File: src/clock_source_unit_defines.vh
// constants for the clock source unit: register offsets, fields, resets
// assumes a 32-bit apb slave with word-aligned registers
`ifndef CLOCK_SOURCE_UNIT_DEFINES_VH
`define CLOCK_SOURCE_UNIT_DEFINES_VH

// ==========================================================
// register byte offsets
`define CTRL_ONE_OFFSET 12'h000
`define CTRL_TWO_OFFSET 12'h004
`define TRIM_OFFSET 12'h008
`define STATUS_OFFSET 12'h00C

// ==========================================================
// control one fields
`define SRC_SEL_MSB 7
`define SRC_SEL_LSB 6
`define REF_DIV_MSB 5
`define REF_DIV_LSB 3
`define INT_REF_SEL_BIT 2
`define INT_CLK_EN_BIT 1
`define INT_STOP_EN_BIT 0
`define CTRL_ONE_RESET 8'h04

// ==========================================================
// control two fields
`define BUS_DIV_MSB 7
`define BUS_DIV_LSB 6
`define RANGE_BIT 5
`define HIGH_GAIN_BIT 4
`define LOW_POWER_BIT 3
`define EXT_SRC_SEL_BIT 2
`define EXT_CLK_EN_BIT 1
`define EXT_STOP_EN_BIT 0
`define CTRL_TWO_RESET 8'h40

// ==========================================================
// trim
`define TRIM_WIDTH 9
`define TRIM_RESET 9'h100

// ==========================================================
// clock source select encodings
`define SRC_FLL 2'h0
`define SRC_INT 2'h1
`define SRC_EXT 2'h2

`endif

File: src/ratio_divider.v
// power-of-two divider producing a one-cycle enable pulse
// assumes an input enable pulse from the same clock domain
`timescale 1ns/10ps
`default_nettype none

module ratio_divider #(
	parameter SEL_WIDTH = 3,
	parameter CNT_WIDTH = 7
) (
	// clock and reset
	input wire core_clk,
	input wire srst,
	// control
	input wire run,
	input wire in_en,
	input wire [SEL_WIDTH-1:0] ratio_sel,
	// output
	output reg out_en
);

	// ==========================================================
	// counter
	reg [CNT_WIDTH-1:0] count_reg;
	wire [CNT_WIDTH-1:0] mask;

	assign mask = ~({CNT_WIDTH{1'b1}} << ratio_sel);

	always @(posedge core_clk) begin
		if (srst || !run) begin
			count_reg <= {CNT_WIDTH{1'b0}};
			out_en <= 1'b0;
		end else if (in_en) begin
			out_en <= ((count_reg & mask) == mask);
			count_reg <= count_reg + {{(CNT_WIDTH-1){1'b0}}, 1'b1};
		end else begin
			out_en <= 1'b0;
		end
	end

endmodule

`default_nettype wire

File: src/clock_source_unit.v
// Operation
// - reset selects fll engaged internal mode, fll using internal reference
// - bus clock enable is half the divided output clock rate
// - selected source divided by 1, 2, 4 or 8 from two-bit field
// - fll reference divided by ratio from three-bit field
// - internal reference adjustable by nine trim bits
// - debug clock is oscillator output divided by two while fll runs
// - engaged internal: output from fll on internal reference, debug from fll
// - engaged external: output from fll on external reference, debug from fll
// - bypassed internal: fll on, output from internal reference, debug clock
// - bypassed internal low power: fll off, internal output, no debug clock
// - bypassed external: fll on, output from external reference, debug clock
// - bypassed external low power: fll off, external output, no debug
// - drives gain, range, source select, enable, stop enable to oscillator
// - stop disables fll, system and debug clocks; references per stop enable
// - fll reference input is at most 5 mhz
// - bus divider field resets to 01, divide by two
// - reference divider is two to the field power, 1 to 128
// - low power bit disables fll in bypass unless debug active
// - reference select bit: 1 internal, 0 external
//
// clock source unit: mode control, dividers and apb register file
// assumes reference and oscillator ticks arrive asynchronously from pins
`timescale 1ns/10ps
`default_nettype none
`include "clock_source_unit_defines.vh"

module clock_source_unit (
	// clock and reset
	input wire core_clk,
	input wire srst,
	// apb slave
	input wire psel,
	input wire penable,
	input wire pwrite,
	input wire [11:0] paddr,
	input wire [31:0] pwdata,
	output reg [31:0] prdata,
	output reg pready,
	output reg pslverr,
	// clock ticks from analog sources
	input wire int_ref_tick,
	input wire ext_ref_tick,
	input wire osc_tick,
	// system state
	input wire stop_req,
	input wire background_debug_active,
	// clock enables out
	output reg divided_output_clock,
	output reg bus_clk_en,
	output reg debug_clk_en,
	output reg fll_ref_en,
	output reg fll_enable,
	output reg fll_on_internal,
	// internal reference control
	output reg [8:0] int_ref_trim,
	output reg int_ref_enable,
	// external low power oscillator control
	output reg high_gain_select,
	output reg osc_range_high,
	output reg ext_ref_source_select,
	output reg ext_ref_clock_enable,
	output reg ext_ref_stop_enable,
	output reg ext_ref_enable,
	// mode status
	output reg [6:0] mode_state
);

	// ==========================================================
	// modes, one-hot
	localparam [6:0] M_ENG_I = 7'h01;
	localparam [6:0] M_ENG_E = 7'h02;
	localparam [6:0] M_BYP_I = 7'h04;
	localparam [6:0] M_BYP_IL = 7'h08;
	localparam [6:0] M_BYP_E = 7'h10;
	localparam [6:0] M_BYP_EL = 7'h20;
	localparam [6:0] M_STOP = 7'h40;

	// ==========================================================
	// registers
	reg [7:0] clock_control_one_reg;
	reg [7:0] clock_control_two_reg;
	reg [8:0] trim_reg;
	reg [6:0] mode_next;
	reg [2:0] int_sync_reg, ext_sync_reg, osc_sync_reg;
	reg [1:0] bus_phase_reg;
	reg stop_s1_reg, stop_s2_reg, dbg_s1_reg, dbg_s2_reg;
	reg osc_half_reg;
	reg in_stop_reg;

	wire [1:0] clock_source_select;
	wire [2:0] reference_divider_field;
	wire int_ref_select;
	wire low_power_bit;
	wire [1:0] bus_divider_field;
	wire int_edge, ext_edge, osc_edge;
	wire fll_run;
	wire ref_tick;
	wire src_tick;
	wire div_out;
	wire ref_div_out;
	wire wr_en;
	wire rd_en;

	assign clock_source_select =
		clock_control_one_reg[`SRC_SEL_MSB:`SRC_SEL_LSB];
	assign reference_divider_field =
		clock_control_one_reg[`REF_DIV_MSB:`REF_DIV_LSB];
	assign int_ref_select = clock_control_one_reg[`INT_REF_SEL_BIT];
	assign bus_divider_field =
		clock_control_two_reg[`BUS_DIV_MSB:`BUS_DIV_LSB];
	assign low_power_bit = clock_control_two_reg[`LOW_POWER_BIT];
	assign wr_en = psel && penable && pwrite;
	assign rd_en = psel && !penable && !pwrite;

	// ==========================================================
	// pin synchronisers and edge detection
	always @(posedge core_clk) begin
		if (srst) begin
			int_sync_reg <= 3'h0;
			ext_sync_reg <= 3'h0;
			osc_sync_reg <= 3'h0;
			stop_s1_reg <= 1'b0;
			stop_s2_reg <= 1'b0;
			dbg_s1_reg <= 1'b0;
			dbg_s2_reg <= 1'b0;
		end else begin
			int_sync_reg <= {int_sync_reg[1:0], int_ref_tick};
			ext_sync_reg <= {ext_sync_reg[1:0], ext_ref_tick};
			osc_sync_reg <= {osc_sync_reg[1:0], osc_tick};
			stop_s1_reg <= stop_req;
			stop_s2_reg <= stop_s1_reg;
			dbg_s1_reg <= background_debug_active;
			dbg_s2_reg <= dbg_s1_reg;
		end
	end

	assign int_edge = int_sync_reg[1] && !int_sync_reg[2];
	assign ext_edge = ext_sync_reg[1] && !ext_sync_reg[2];
	assign osc_edge = osc_sync_reg[1] && !osc_sync_reg[2];

	// ==========================================================
	// apb register file
	always @(posedge core_clk) begin
		if (srst) begin
			clock_control_one_reg <= `CTRL_ONE_RESET;
			clock_control_two_reg <= `CTRL_TWO_RESET;
			trim_reg <= `TRIM_RESET;
			prdata <= 32'h00000000;
			pready <= 1'b0;
			pslverr <= 1'b0;
		end else begin
			pready <= psel && !penable;
			pslverr <= 1'b0;
			if (wr_en && pready) begin
				case (paddr)
				`CTRL_ONE_OFFSET: begin
					clock_control_one_reg <= pwdata[7:0];
				end
				`CTRL_TWO_OFFSET: begin
					clock_control_two_reg <= pwdata[7:0];
				end
				`TRIM_OFFSET: begin
					trim_reg <= pwdata[8:0];
				end
				default: begin
				end
				endcase
			end
			if (psel && !penable) begin
				pslverr <= (paddr != `CTRL_ONE_OFFSET) &&
					(paddr != `CTRL_TWO_OFFSET) &&
					(paddr != `TRIM_OFFSET) &&
					(paddr != `STATUS_OFFSET);
			end
			if (rd_en) begin
				case (paddr)
				`CTRL_ONE_OFFSET: prdata <= {24'h000000, clock_control_one_reg};
				`CTRL_TWO_OFFSET: prdata <= {24'h000000, clock_control_two_reg};
				`TRIM_OFFSET: prdata <= {23'h000000, trim_reg};
				`STATUS_OFFSET: prdata <= {25'h0000000, mode_state};
				default: prdata <= 32'h00000000;
				endcase
			end
		end
	end

	// ==========================================================
	// mode selection
	always @* begin
		mode_next = M_ENG_I;
		if (stop_s2_reg) begin
			mode_next = M_STOP;
		end else begin
			case (clock_source_select)
			`SRC_FLL: begin
				mode_next = int_ref_select ? M_ENG_I : M_ENG_E;
			end
			`SRC_INT: begin
				mode_next = (low_power_bit && !dbg_s2_reg) ?
					M_BYP_IL : M_BYP_I;
			end
			`SRC_EXT: begin
				mode_next = (low_power_bit && !dbg_s2_reg) ?
					M_BYP_EL : M_BYP_E;
			end
			default: begin
				mode_next = int_ref_select ? M_ENG_I : M_ENG_E;
			end
			endcase
		end
	end

	always @(posedge core_clk) begin
		if (srst) begin
			mode_state <= M_ENG_I;
			in_stop_reg <= 1'b0;
		end else begin
			mode_state <= mode_next;
			in_stop_reg <= stop_s2_reg;
		end
	end

	// fll runs unless in low power bypass or stop
	assign fll_run = (mode_state == M_ENG_I) || (mode_state == M_ENG_E) ||
		(mode_state == M_BYP_I) || (mode_state == M_BYP_E);

	// fll reference by reference select bit, output source by mode
	assign ref_tick = int_ref_select ? int_edge : ext_edge;
	assign src_tick =
		((mode_state == M_ENG_I) || (mode_state == M_ENG_E)) ?
		osc_edge :
		((mode_state == M_BYP_I) || (mode_state == M_BYP_IL)) ?
		int_edge :
		((mode_state == M_BYP_E) || (mode_state == M_BYP_EL)) ?
		ext_edge :
		1'b0;

	// ==========================================================
	// dividers
	ratio_divider #(
		.SEL_WIDTH(2),
		.CNT_WIDTH(3)
	) bus_divider (
		.core_clk(core_clk),
		.srst(srst),
		.run(mode_state != M_STOP),
		.in_en(src_tick),
		.ratio_sel(bus_divider_field),
		.out_en(div_out)
	);

	ratio_divider #(
		.SEL_WIDTH(3),
		.CNT_WIDTH(7)
	) ref_divider (
		.core_clk(core_clk),
		.srst(srst),
		.run(fll_run),
		.in_en(ref_tick),
		.ratio_sel(reference_divider_field),
		.out_en(ref_div_out)
	);

	// ==========================================================
	// output enables and control
	always @(posedge core_clk) begin
		if (srst) begin
			divided_output_clock <= 1'b0;
			bus_clk_en <= 1'b0;
			bus_phase_reg <= 2'h0;
			debug_clk_en <= 1'b0;
			osc_half_reg <= 1'b0;
			fll_ref_en <= 1'b0;
			fll_enable <= 1'b1;
			fll_on_internal <= 1'b1;
			int_ref_trim <= `TRIM_RESET;
			int_ref_enable <= 1'b1;
			high_gain_select <= 1'b0;
			osc_range_high <= 1'b0;
			ext_ref_source_select <= 1'b0;
			ext_ref_clock_enable <= 1'b0;
			ext_ref_stop_enable <= 1'b0;
			ext_ref_enable <= 1'b0;
		end else begin
			divided_output_clock <= div_out;
			bus_clk_en <= 1'b0;
			if (div_out) begin
				bus_phase_reg <= bus_phase_reg + 2'h1;
				bus_clk_en <= bus_phase_reg[0];
			end
			debug_clk_en <= 1'b0;
			if (!fll_run) begin
				osc_half_reg <= 1'b0;
			end else if (osc_edge) begin
				osc_half_reg <= ~osc_half_reg;
				debug_clk_en <= osc_half_reg;
			end
			fll_ref_en <= ref_div_out && fll_run;
			fll_enable <= fll_run;
			fll_on_internal <= int_ref_select;
			int_ref_trim <= trim_reg;
			int_ref_enable <= in_stop_reg ?
				clock_control_one_reg[`INT_STOP_EN_BIT] : 1'b1;
			high_gain_select <= clock_control_two_reg[`HIGH_GAIN_BIT];
			osc_range_high <= clock_control_two_reg[`RANGE_BIT];
			ext_ref_source_select <= clock_control_two_reg[`EXT_SRC_SEL_BIT];
			ext_ref_clock_enable <= clock_control_two_reg[`EXT_CLK_EN_BIT];
			ext_ref_stop_enable <= clock_control_two_reg[`EXT_STOP_EN_BIT];
			ext_ref_enable <= in_stop_reg ?
				clock_control_two_reg[`EXT_STOP_EN_BIT] :
				(clock_control_two_reg[`EXT_CLK_EN_BIT] || !int_ref_select ||
				clock_source_select == `SRC_EXT);
		end
	end

endmodule

`default_nettype wire

File: config.mk
export PLATFORM = sky130hd
export DESIGN_NAME = clock_source_unit
export DESIGN_NICKNAME = d
export VERILOG_FILES = /design/src/ratio_divider.v /design/src/clock_source_unit.v
export VERILOG_INCLUDE_DIRS = /design/src
export SDC_FILE = /design/constraint.sdc
export NUM_CORES = 1
export LEC_CHECK = 0
export BUFFER_PORTS_ARGS = -buffer_cell sky130_fd_sc_hd__buf_2
export CORE_MARGIN = 8
export CORE_UTILIZATION = 40
export CTS_BUF_LIST = sky130_fd_sc_hd__clkbuf_4
export DETAILED_ROUTE_END_ITERATION = 10
export MAX_ROUTING_LAYER = met4
export PLACE_DENSITY = 0.75
export RECOVER_POWER = 25
export SYNTH_ARGS = -nofsm -noshare
export SYNTH_HDL_FRONTEND = slang
export SYNTH_SLANG_ARGS = --single-unit
File: constraint.sdc
create_clock -name core_clk -period 2.7 [get_ports core_clk]
set_clock_uncertainty 0.1 [all_clocks]
set_input_delay 0 -clock core_clk [delete_from_list [all_inputs] [get_ports core_clk]]
set_output_delay 0 -clock core_clk [all_outputs]
set_load 0.02 [all_outputs]
==> results of run 1 <==
[path summary, 6_finish.rpt]
kind | from | end | slack [ns] | cells past startpoint
hold reg to reg | ref_divider.out_en | fll_ref_en | 0.32 | 2
setup / recovery | paddr[4] | prdata[7] | 0.30 | 8
hold / removal | paddr[8] | prdata[8] | 0.05 | 5
setup reg to reg | pready | trim_reg[8] | 0.41 | 5
[synth_stat cells, types with 2 or more instances]
library cell and n:
nor3_1 3, inv_1 15, or2_2 3, nand2_1 8, nor4_1 2, nor2b_1 32
nand3b_1 2, mux4_2 6, dfxtp_1 92, clkbuf_1 14, nor2_1 30, xnor2_1 3
o2bb2ai_1 8, nand2b_1 7, and4_1 2, xor2_1 9, nor3b_1 2, nand3_1 31
o21ai_0 33, ha_1 4, buf_4 24, a21oi_1 26, nor4b_1 4, buf_2 2
o2111ai_1 5, and3_1 3, buf_1 3, nand4_1 3, mux2i_1 5, a211o_1 2
[cells by family after synthesis]
kind of cell,synth area share
simple gates,0.201
xor+xnor,0.0279
mux,0.0562
buf+inv,0.0855
other cells,0.000997
fa+ha+maj,0.0133
flops,0.490
compound gates,0.126
[metrics by stage]
step	setup WS, ns	power, mW	instance area, um^2	instances	util
final	0.296	2.31	4450	600	0.483
after global routing	0.220	2.40	4450	600	0.483
after global placement	0.748	1.56	4090	559	0.445
after floorplan	0.805	1.54	3840	419	-
after detailed placement	0.662	1.57	4090	559	0.445
after CTS	0.402	2.31	4480	600	0.487
[per-layer routing]
layer | vias up | track usage | part of all wire | routed length, um
met5 | - | - | 0 | 0
met4 | 0 | 0.0568 | 0.018 | 161
met3 | 21 | 0.0383 | 0.077 | 679
met2 | 123 | 0.242 | 0.49 | 4350
met1 | 1433 | 0.163 | 0.42 | 3680
li1 | 1508 | - | - | -
[critical path, stage by stage]
cell           delay, ns
dlygate4sd3_1       0.55
buf_2               0.13
nor4_1              0.30
dlygate4sd3_1       0.62
and3_1              0.24
nand3_1             0.11
a21oi_1             0.16
dlygate4sd3_1       0.57
[layout make-up]
class                      instances  area, um^2
sequential                        92        1840
fill                             856        4750
clock buffer                      11        82.6
tap                              111         139
clock inverter                     5        52.6
inverter                          15        56.3
timing repair buffer              98         593
multi-input combinational        268        1680
[power groups by stage]
stage                     logic, mW  clock network (mW)  registers [mW]
after floorplan               0.130                   0            1.41
after detailed placement      0.155                   0            1.41
after global placement        0.151                   0            1.41
final                         0.181               0.745            1.38
after global routing          0.198               0.811            1.39
after CTS                     0.180               0.749            1.38
==> out/qor.txt, run 1 <==
==================================================================================================
Number of pins with negative max-slew slack in the final report .....................            0
Post-CTS Repair Setup Buffers .......................................................            0
Switching power as a share of total power ...........................................        0.245
Setup violations, final .............................................................            0
Transition time at the pin with the least slew margin ...............................      1.18 ns
Die Y ...............................................................................       113 um
Drt initial violations ..............................................................          194
Routed via count ....................................................................        3,085
Yosys synthesis warning count .......................................................            0
Run status .......................................................................... finished, final reports clean
Clock transition time at the flip-flop clock pins of the worst setup and hold paths .      0.12 ns
Count of flip-flops with a built-in enable after synthesis ..........................            0
Ratio of cells with drive above 1 in the final layout ...............................        0.157
Element type at the critical path start .............................................    input pin
Routability cong. ...................................................................        0.811
Number of iterations in the first detailed-routing pass .............................            5
Required time reported for the critical path endpoint ...............................      2.97 ns
Static power due to leakage .........................................................      1.75 nW
Vias in the first global route ......................................................        3,071
Clock tree buffer depth .............................................................            2
Number of nets in the layout ........................................................          542
Class of the most critical hold timing path .........................................       in2reg
# resized after CTS .................................................................            0
Drt total wl ........................................................................      8.87 mm
Area of the die .....................................................................  12,800 um^2
Inserted Clock Buffers ..............................................................            9
Total of max-cap violations .........................................................            0
Number of hold-repair buffers added at the cts stage ................................           25
Initial antenna violation count .....................................................            0
Sw power ............................................................................     0.567 mW
Mean Syn Cell Area ..................................................................    9.47 um^2
Accumulated negative setup slack ....................................................         0 ns
Detailed-route wire length per cell .................................................      14.8 um
Worst Hold Margin ...................................................................    0.0479 ns
Die width ...........................................................................       113 um
Category of the most critical setup path ............................................       in2reg
Shortest clock period the worst path allows after layout ............................      2.40 ns
Share of the synthesized area in the top cell type ..................................        0.490
Overflow left after global routing ..................................................            0
Total inserted antenna cells ........................................................            0
Global-route wire length before repair ..............................................      14.8 mm
Portion of total power attributed to sequential cells ...............................        0.599
CTS tree ............................................................................        built
Initial cell density of the core ....................................................        0.409
Pin count of the biggest net entering global routing ................................           63
Area of the core region .............................................................    9200 um^2
Cell type contributing the most total cell area after synthesis .....................      dfxtp_1
Most frequently used flop master after synthesis ....................................      dfxtp_1
Hpwl dp .............................................................................      6.36 mm
Vias per cell .......................................................................         5.14
Number of port buffers ..............................................................           70
Sequential-to-total area share from yosys stat ......................................        0.490
Number of placed I/O pins ...........................................................          117
Number of DRC violations after detailed routing .....................................            0
Design internal power ...............................................................      1.74 mW
Final clock period utilization by the worst path ....................................        0.890
Synthesized cell area ...............................................................    3760 um^2
Worst slew margin relative to its limit .............................................        0.212
Asr flop ratio synth ................................................................            0
Part of the power in combinational logic ............................................        0.078
Top library cells by usage in the layout, fill and taps aside ....................... dfxtp_1, buf_2, o21ai_0
Distinct cell type count of the synthesized netlist .................................           44
Category of the worst setup path capture point ......................................    flip-flop
Number of H-tree branching levels ...................................................            3
Worst-path maximum fanout ...........................................................            4
Root buffer cell ....................................................................     clkbuf_4
Count of nets left with antenna violations after detail routing .....................            0
Highest clock frequency the design can meet .........................................      416 MHz
Cell Pwr Density ....................................................................  520 nW/um^2
RSZ-0062 raised after global routing ................................................           no
Post-Syn Instances ..................................................................          397
Most frequent standard cell in the layout excluding fill and tap cells ..............      dfxtp_1
Worst vdd ir ........................................................................     0.264 mV
Flops & latches, synth ..............................................................           92
Synth-to-layout area growth .........................................................        18.2%
Row count ...........................................................................           35
Number of endpoints with negative hold slack in the final report ....................            0
Share of power burned in the clock network ..........................................        0.322
Clock insertion delay at the later pin of the skew report ...........................      0.43 ns
Clk sink count ......................................................................           92
Total routing resource utilization after global routing .............................        0.145
Signal arrival time at the worst endpoint ...........................................      2.68 ns
Largest cells by area after synthesis ............................................... dfxtp_1, nor2b_1, buf_4
==================================================================================================
Power figures use the tool's default switching activity.
==> run 2, diff against run 1 <==
--- a/config.mk
+++ b/config.mk
@@ -8,11 +8,12 @@
 export LEC_CHECK = 0
 export BUFFER_PORTS_ARGS = -buffer_cell sky130_fd_sc_hd__buf_2
 export CORE_MARGIN = 8
-export CORE_UTILIZATION = 40
+export CORE_UTILIZATION = 30
 export CTS_BUF_LIST = sky130_fd_sc_hd__clkbuf_4
+export CTS_CLUSTER_SIZE = 25
 export DETAILED_ROUTE_END_ITERATION = 10
 export MAX_ROUTING_LAYER = met4
-export PLACE_DENSITY = 0.75
+export PLACE_DENSITY = 0.62
 export RECOVER_POWER = 25
 export SYNTH_ARGS = -nofsm -noshare
 export SYNTH_HDL_FRONTEND = slang
==> out/qor.txt, run 2 (synthesized netlist as in run 1, its figures left out) <==
==================================================================================================
Placement Cell Area .................................................................    4170 um^2   +1.9%
Number of iterations in the first detailed-routing pass .............................            4   -1
Final worst-path setup slack ........................................................     0.228 ns   -0.0681 ns
Number of placed I/O pins ...........................................................          117   unchanged
Cell Pwr Density ....................................................................  545 nW/um^2   +4.9%
Category of the most critical setup path ............................................       in2reg
Post-Route Utilization ..............................................................        0.369   -0.115
Worst slew margin relative to its limit .............................................        0.190   -0.0224
Routability cong. ...................................................................        0.784   -3.3%
Row count ...........................................................................           41   +17%
Vias in the first global route ......................................................        2,990   -2.6%
CTS tree ............................................................................        built
Area of the core region .............................................................  12,400 um^2   +35%
Class of the most critical hold timing path .........................................       in2reg
Clock insertion delay at the later pin of the skew report ...........................      0.43 ns   about the same
Post-CTS Repair Setup Buffers .......................................................            0   unchanged
Vias per cell .......................................................................         4.61   -10%
Hpwl dp .............................................................................      6.67 mm   +4.8%
Initial cell density of the core ....................................................        0.303   -0.106
Count of nets left with antenna violations after detail routing .....................            0   unchanged
Number of port buffers ..............................................................           70   unchanged
Clk sink count ......................................................................           92   unchanged
Area of combinational cells with multiple inputs ....................................    1680 um^2   unchanged
Pin count of the biggest net entering global routing ................................           62   -1.6%
Storage element area ................................................................    1840 um^2   unchanged
Signal arrival time at the worst endpoint ...........................................      2.72 ns   +0.04 ns
Clock transition time at the flip-flop clock pins of the worst setup and hold paths .      0.15 ns   +0.03 ns
Final standard cell area without fillers ............................................    4580 um^2   +2.9%
Area of the die .....................................................................  16,400 um^2   +28%
CP max-delay cell ................................................................... dlygate4sd3_1
Detailed-route wire length per cell .................................................      14.4 um   -2.9%
Setup WS pre-CTS ....................................................................     0.689 ns   +0.0264 ns
Run status .......................................................................... finished, final reports clean
Number of nets in the layout ........................................................          543   +0.18%
Clock tree buffer depth .............................................................            2   unchanged
Filler Cells Inserted ...............................................................        1,311   +53%
Routed via count ....................................................................        3,054   -1.0%
Synth-to-layout area growth .........................................................        21.7%
Top library cells by usage in the layout, fill and taps aside ....................... dfxtp_1, buf_2, o21ai_0
Ratio of cells with drive above 1 in the final layout ...............................        0.147   -0.0105
Number of endpoints with negative hold slack in the final report ....................            0   unchanged
Transition time at the pin with the least slew margin ...............................      1.22 ns   +0.0335 ns
Required time reported for the critical path endpoint ...............................      2.95 ns   -0.02 ns
Element type at the critical path start .............................................    input pin
# resized after CTS .................................................................            0   unchanged
Die Y ...............................................................................       128 um   +13%
Worst-path maximum fanout ...........................................................            3   -1
Shortest clock period the worst path allows after layout ............................      2.47 ns   +0.0681 ns
Initial antenna violation count .....................................................            1   +1
Number of hold-repair buffers added at the cts stage ................................           26   +4.0%
Worst vdd ir ........................................................................     0.174 mV   -34%
Root buffer cell ....................................................................     clkbuf_4
Total routing resource utilization after global routing .............................        0.121   -0.0241
Accumulated negative setup slack ....................................................         0 ns   unchanged
Most frequent standard cell in the layout excluding fill and tap cells ..............      dfxtp_1
Final clock period utilization by the worst path ....................................        0.916   +0.0252
Global-route wire length before repair ..............................................      15.2 mm   +2.9%
Number of pins with negative max-slew slack in the final report .....................            0   unchanged
Inserted Clock Buffers ..............................................................            9   unchanged
Number of DRC violations after detailed routing .....................................            0   unchanged
Highest clock frequency the design can meet .........................................      404 MHz   -2.8%
Category of the worst setup path capture point ......................................    flip-flop
Worst Hold Margin ...................................................................     0.109 ns   +0.0611 ns
Stage delay of the slowest cell on the critical path ................................      0.61 ns   about the same
Drt total wl ........................................................................      9.52 mm   +7.3%
Number of H-tree branching levels ...................................................            3   unchanged
Die width ...........................................................................       128 um   +13%
Static power due to leakage .........................................................      1.76 nW   +0.14%
RSZ-0062 raised after global routing ................................................           no
Setup violations, final .............................................................            0   unchanged
Cell repeated most along the worst path ............................................. dlygate4sd3_1
Overflow left after global routing ..................................................            0   unchanged
Drt initial violations ..............................................................          164   -15%
Ordered list of cells on the worst path ............................................. dlygate4sd3_1 > buf_2 > nor4_1 > dlygate4sd3_1 > and3_1 > nand4_1 > dlygate4sd3_1 > a21oi_1
Total of max-cap violations .........................................................            0   unchanged
==================================================================================================
-- run 2: per-layer routing --
layer | up-vias | GRT usage | wire (um)
met2 | 78 | 0.200 | 4800
li1 | 1514 | - | -
met5 | - | - | 0
met3 | 8 | 0.0258 | 481
met1 | 1454 | 0.138 | 4140
met4 | 0 | 0.0531 | 98
-- run 2: layout make-up --
type / instances / area share
Tap cell: 172 / 0.0470
Clock inverter: 7 / 0.0249
Antenna cell: 1 / 0.000547
Inverter: 15 / 0.0123
Multi-Input combinational cell: 268 / 0.367
Sequential cell: 92 / 0.403
Clock buffer: 9 / 0.0148
Timing Repair Buffer: 99 / 0.131
-- run 2: critical path: cells and delay by family --
family	cells	cell delay, ns
AO/OA/AOI/OAI	1	0.15
buffers and inverters	4	1.88
AND/OR/NAND/NOR	3	0.68
-- run 2: path summary, 6_finish.rpt --
kind | from | endpoint | slack (ns) | depth (start not counted)
hold reg to reg | ref_divider.out_en | fll_ref_en | 0.32 | 2
hold / removal | paddr[10] | clock_control_one_reg[2] | 0.11 | 6
setup / recovery | paddr[5] | prdata[8] | 0.23 | 8
setup reg to reg | pready | trim_reg[8] | 0.40 | 5
-- run 2: stage by stage --
stage,total power [mW],std cells
floorplan,1.54,419
global placement,1.57,620
detailed placement,1.57,620
CTS,2.52,662
global route,2.60,663
finish,2.49,663
-- run 2: power breakdown --
part           internal [mW]  total [mW]  switching [mW]  leakage (nW)
combinational         0.0701       0.185           0.115         0.914
sequential              1.37        1.38          0.0104         0.745
clock                  0.468       0.924           0.456        0.0969
total                   1.91        2.49           0.582          1.76
==> run 3, diff against run 2 <==
--- a/config.mk
+++ b/config.mk
@@ -14,7 +14,6 @@
 export DETAILED_ROUTE_END_ITERATION = 10
 export MAX_ROUTING_LAYER = met4
 export PLACE_DENSITY = 0.62
-export RECOVER_POWER = 25
 export SYNTH_ARGS = -nofsm -noshare
 export SYNTH_HDL_FRONTEND = slang
 export SYNTH_SLANG_ARGS = --single-unit
==> out/qor.txt, run 3 (synthesized netlist as in run 1, its figures left out) <==
==================================================================================================
Run status .......................................................................... finished, final reports clean
Accumulated negative setup slack ....................................................         0 ns   unchanged
Required time reported for the critical path endpoint ...............................      2.98 ns   +0.03 ns
Category of the worst setup path capture point ......................................    flip-flop
Setup violations, final .............................................................            0   unchanged
Share of power burned in the clock network ..........................................        0.372   about the same
Static power due to leakage .........................................................      1.86 nW   +5.7%
Total instance count after detailed placement .......................................          620   unchanged
Setup slack of the worst register-to-register path ..................................      0.40 ns   about the same
Highest clock frequency the design can meet .........................................      409 MHz   +1.1%
Worst slew margin relative to its limit .............................................        0.402   +0.212
Element type at the critical path start .............................................    input pin
Post-CTS Repair Setup Buffers .......................................................            0   unchanged
Number of H-tree branching levels ...................................................            3   unchanged
Pin count of the biggest net entering global routing ................................           62   unchanged
Worst Hold Margin ...................................................................    0.0927 ns   -0.0163 ns
Ratio of cells with drive above 1 in the final layout ...............................        0.200   +0.0531
Min-delay src .......................................................................    paddr[10]
Sw power ............................................................................     0.589 mW   +1.3%
Number of nets in the layout ........................................................          543   unchanged
Routed via count ....................................................................        3,059   +0.16%
Filler Cells Inserted ...............................................................        1,308   -0.23%
Total of max-cap violations .........................................................            0   unchanged
Total power .........................................................................      2.50 mW   +0.33%
Count of nets left with antenna violations after detail routing .....................            0   unchanged
FF-to-FF End ........................................................................  trim_reg[8]
Vias in the first global route ......................................................        2,990   unchanged
Number of DRC violations after detailed routing .....................................            0   unchanged
Global-route wire length before repair ..............................................      15.2 mm   unchanged
Synth-to-layout area growth .........................................................        22.6%
Number of hold-repair buffers added at the cts stage ................................           26   unchanged
Number of iterations in the first detailed-routing pass .............................            4   unchanged
Signal arrival time at the worst endpoint ...........................................      2.72 ns   about the same
Area of the die .....................................................................  16,400 um^2   unchanged
Stage delay of the slowest cell on the critical path ................................      0.61 ns   about the same
Total routing resource utilization after global routing .............................        0.121   unchanged
Worst-path maximum fanout ...........................................................            3   unchanged
Count of cells along the worst register-to-register path ............................            5   unchanged
Initial cell density of the core ....................................................        0.303   unchanged
Worst reg2reg startpoint ............................................................       pready
Cell Pwr Density ....................................................................  543 nW/um^2   -0.44%
Transition time at the pin with the least slew margin ...............................     0.897 ns   -0.319 ns
# resized after CTS .................................................................            0   unchanged
Root buffer cell ....................................................................     clkbuf_4
Vias per cell .......................................................................         4.61   +0.16%
Post-route insts no fill ............................................................          663   unchanged
Hold Path Sink ...................................................................... clock_control_one_reg[2]
Worst vdd ir ........................................................................     0.174 mV   about the same
Drt total wl ........................................................................      9.53 mm   +0.14%
Number of endpoints with negative hold slack in the final report ....................            0   unchanged
Switching power as a share of total power ...........................................        0.235   +0.00217
CTS tree ............................................................................        built
CP max-delay cell ................................................................... dlygate4sd3_1
Drt initial violations ..............................................................          164   unchanged
Overflow left after global routing ..................................................            0   unchanged
Worst hold path depth ...............................................................            6   unchanged
Routability cong. ...................................................................        0.784   unchanged
Number of pins with negative max-slew slack in the final report .....................            0   unchanged
Area of the core region .............................................................  12,400 um^2   unchanged
Clock transition time at the flip-flop clock pins of the worst setup and hold paths .      0.15 ns   about the same
Final clock period utilization by the worst path ....................................        0.906   -0.00991
Portion of total power attributed to sequential cells ...............................        0.553   -0.002
Top library cells by usage in the layout, fill and taps aside ....................... dfxtp_1, buf_2, o21ai_0
Number of placed I/O pins ...........................................................          117   unchanged
Class of the most critical hold timing path .........................................       in2reg
Die width ...........................................................................       128 um   unchanged
Initial antenna violation count .....................................................            1   unchanged
Shortest clock period the worst path allows after layout ............................      2.45 ns   -0.0268 ns
Ordered list of cells on the worst path ............................................. dlygate4sd3_1 > buf_2 > nor4_1 > dlygate4sd3_1 > and3_1 > nand4_1 > dlygate4sd3_1 > a21oi_1
Number of port buffers ..............................................................           70   unchanged
Inserted Clock Buffers ..............................................................            9   unchanged
RSZ-0062 raised after global routing ................................................           no
Category of the most critical setup path ............................................       in2reg
Detailed-route wire length per cell .................................................      14.4 um   +0.14%
Row count ...........................................................................           41   unchanged
Clock tree buffer depth .............................................................            2   unchanged
Clk sink count ......................................................................           92   unchanged
Clock insertion delay at the later pin of the skew report ...........................      0.45 ns   +0.02 ns
Hpwl dp .............................................................................      6.67 mm   unchanged
Design internal power ...............................................................      1.91 mW   about the same
Part of the power in combinational logic ............................................        0.074   about the same
Most frequent standard cell in the layout excluding fill and tap cells ..............      dfxtp_1
Die Y ...............................................................................       128 um   unchanged
Cell repeated most along the worst path ............................................. dlygate4sd3_1
==================================================================================================
[run 3: changes by cell type in the layout (fill, tap and decap cells not counted)]
cell / delta
buf_2: +26
clkbuf_1: -26
buf_4: +1
clkbuf_2: -1
[run 3: power by group through the flow]
stage	Clock [mW]	Sequential, mW	Combinational, mW
floorplan	0	1.41	0.130
global placement	0	1.41	0.154
detailed placement	0	1.41	0.157
CTS	0.951	1.38	0.183
global route	1.01	1.39	0.202
finish	0.931	1.38	0.186
[run 3: metal layers]
metal	track usage	up-vias	routed length [um]
li1	-	1517	-
met2	0.200	88	4700
met3	0.0258	11	499
met5	-	-	0
met1	0.138	1443	4170
met4	0.0531	0	164
[run 3: area by class of cell]
| class | instances | area (um^2) | share of cell area |
|---|---|---|---|
| antenna | 1 | 2.50 | 0.000543 |
| clock buffer | 9 | 67.6 | 0.0147 |
| clock inverter | 7 | 114 | 0.0247 |
| inverter | 15 | 56.3 | 0.0122 |
| multi-input combinational | 268 | 1680 | 0.364 |
| sequential | 92 | 1840 | 0.399 |
| tap | 172 | 215 | 0.0467 |
| timing repair buffer | 99 | 633 | 0.137 |
[run 3: worst max-delay path by stage]
stage,from,slack [ns],to,cells past startpoint
4_1_cts,paddr[5],0.32,prdata[8],8
3_5_place_dp,mode_state[6],0.69,bus_divider.count_reg[0],4
6_report,paddr[5],0.25,prdata[8],8
2_1_floorplan,mode_state[4],0.81,bus_divider.count_reg[2],4
3_3_place_gp,mode_state[6],0.73,bus_divider.count_reg[0],4
5_1_grt,paddr[5],0.13,trim_reg[8],7
[run 3: per-stage QoR]
step / utilization / cell area, um^2 / setup WS (ns)
after global placement: 0.336 / 4170 / 0.732
after CTS: 0.371 / 4610 / 0.318
after global routing: 0.371 / 4610 / 0.128
final: 0.371 / 4610 / 0.254
after detailed placement: 0.336 / 4170 / 0.689
after floorplan: - / 3840 / 0.805
[run 3: critical path: cells and delay by family]
family	cells	cell delay (ns)
buf+inv	4	1.87
compound gates	1	0.15
simple gates	3	0.69
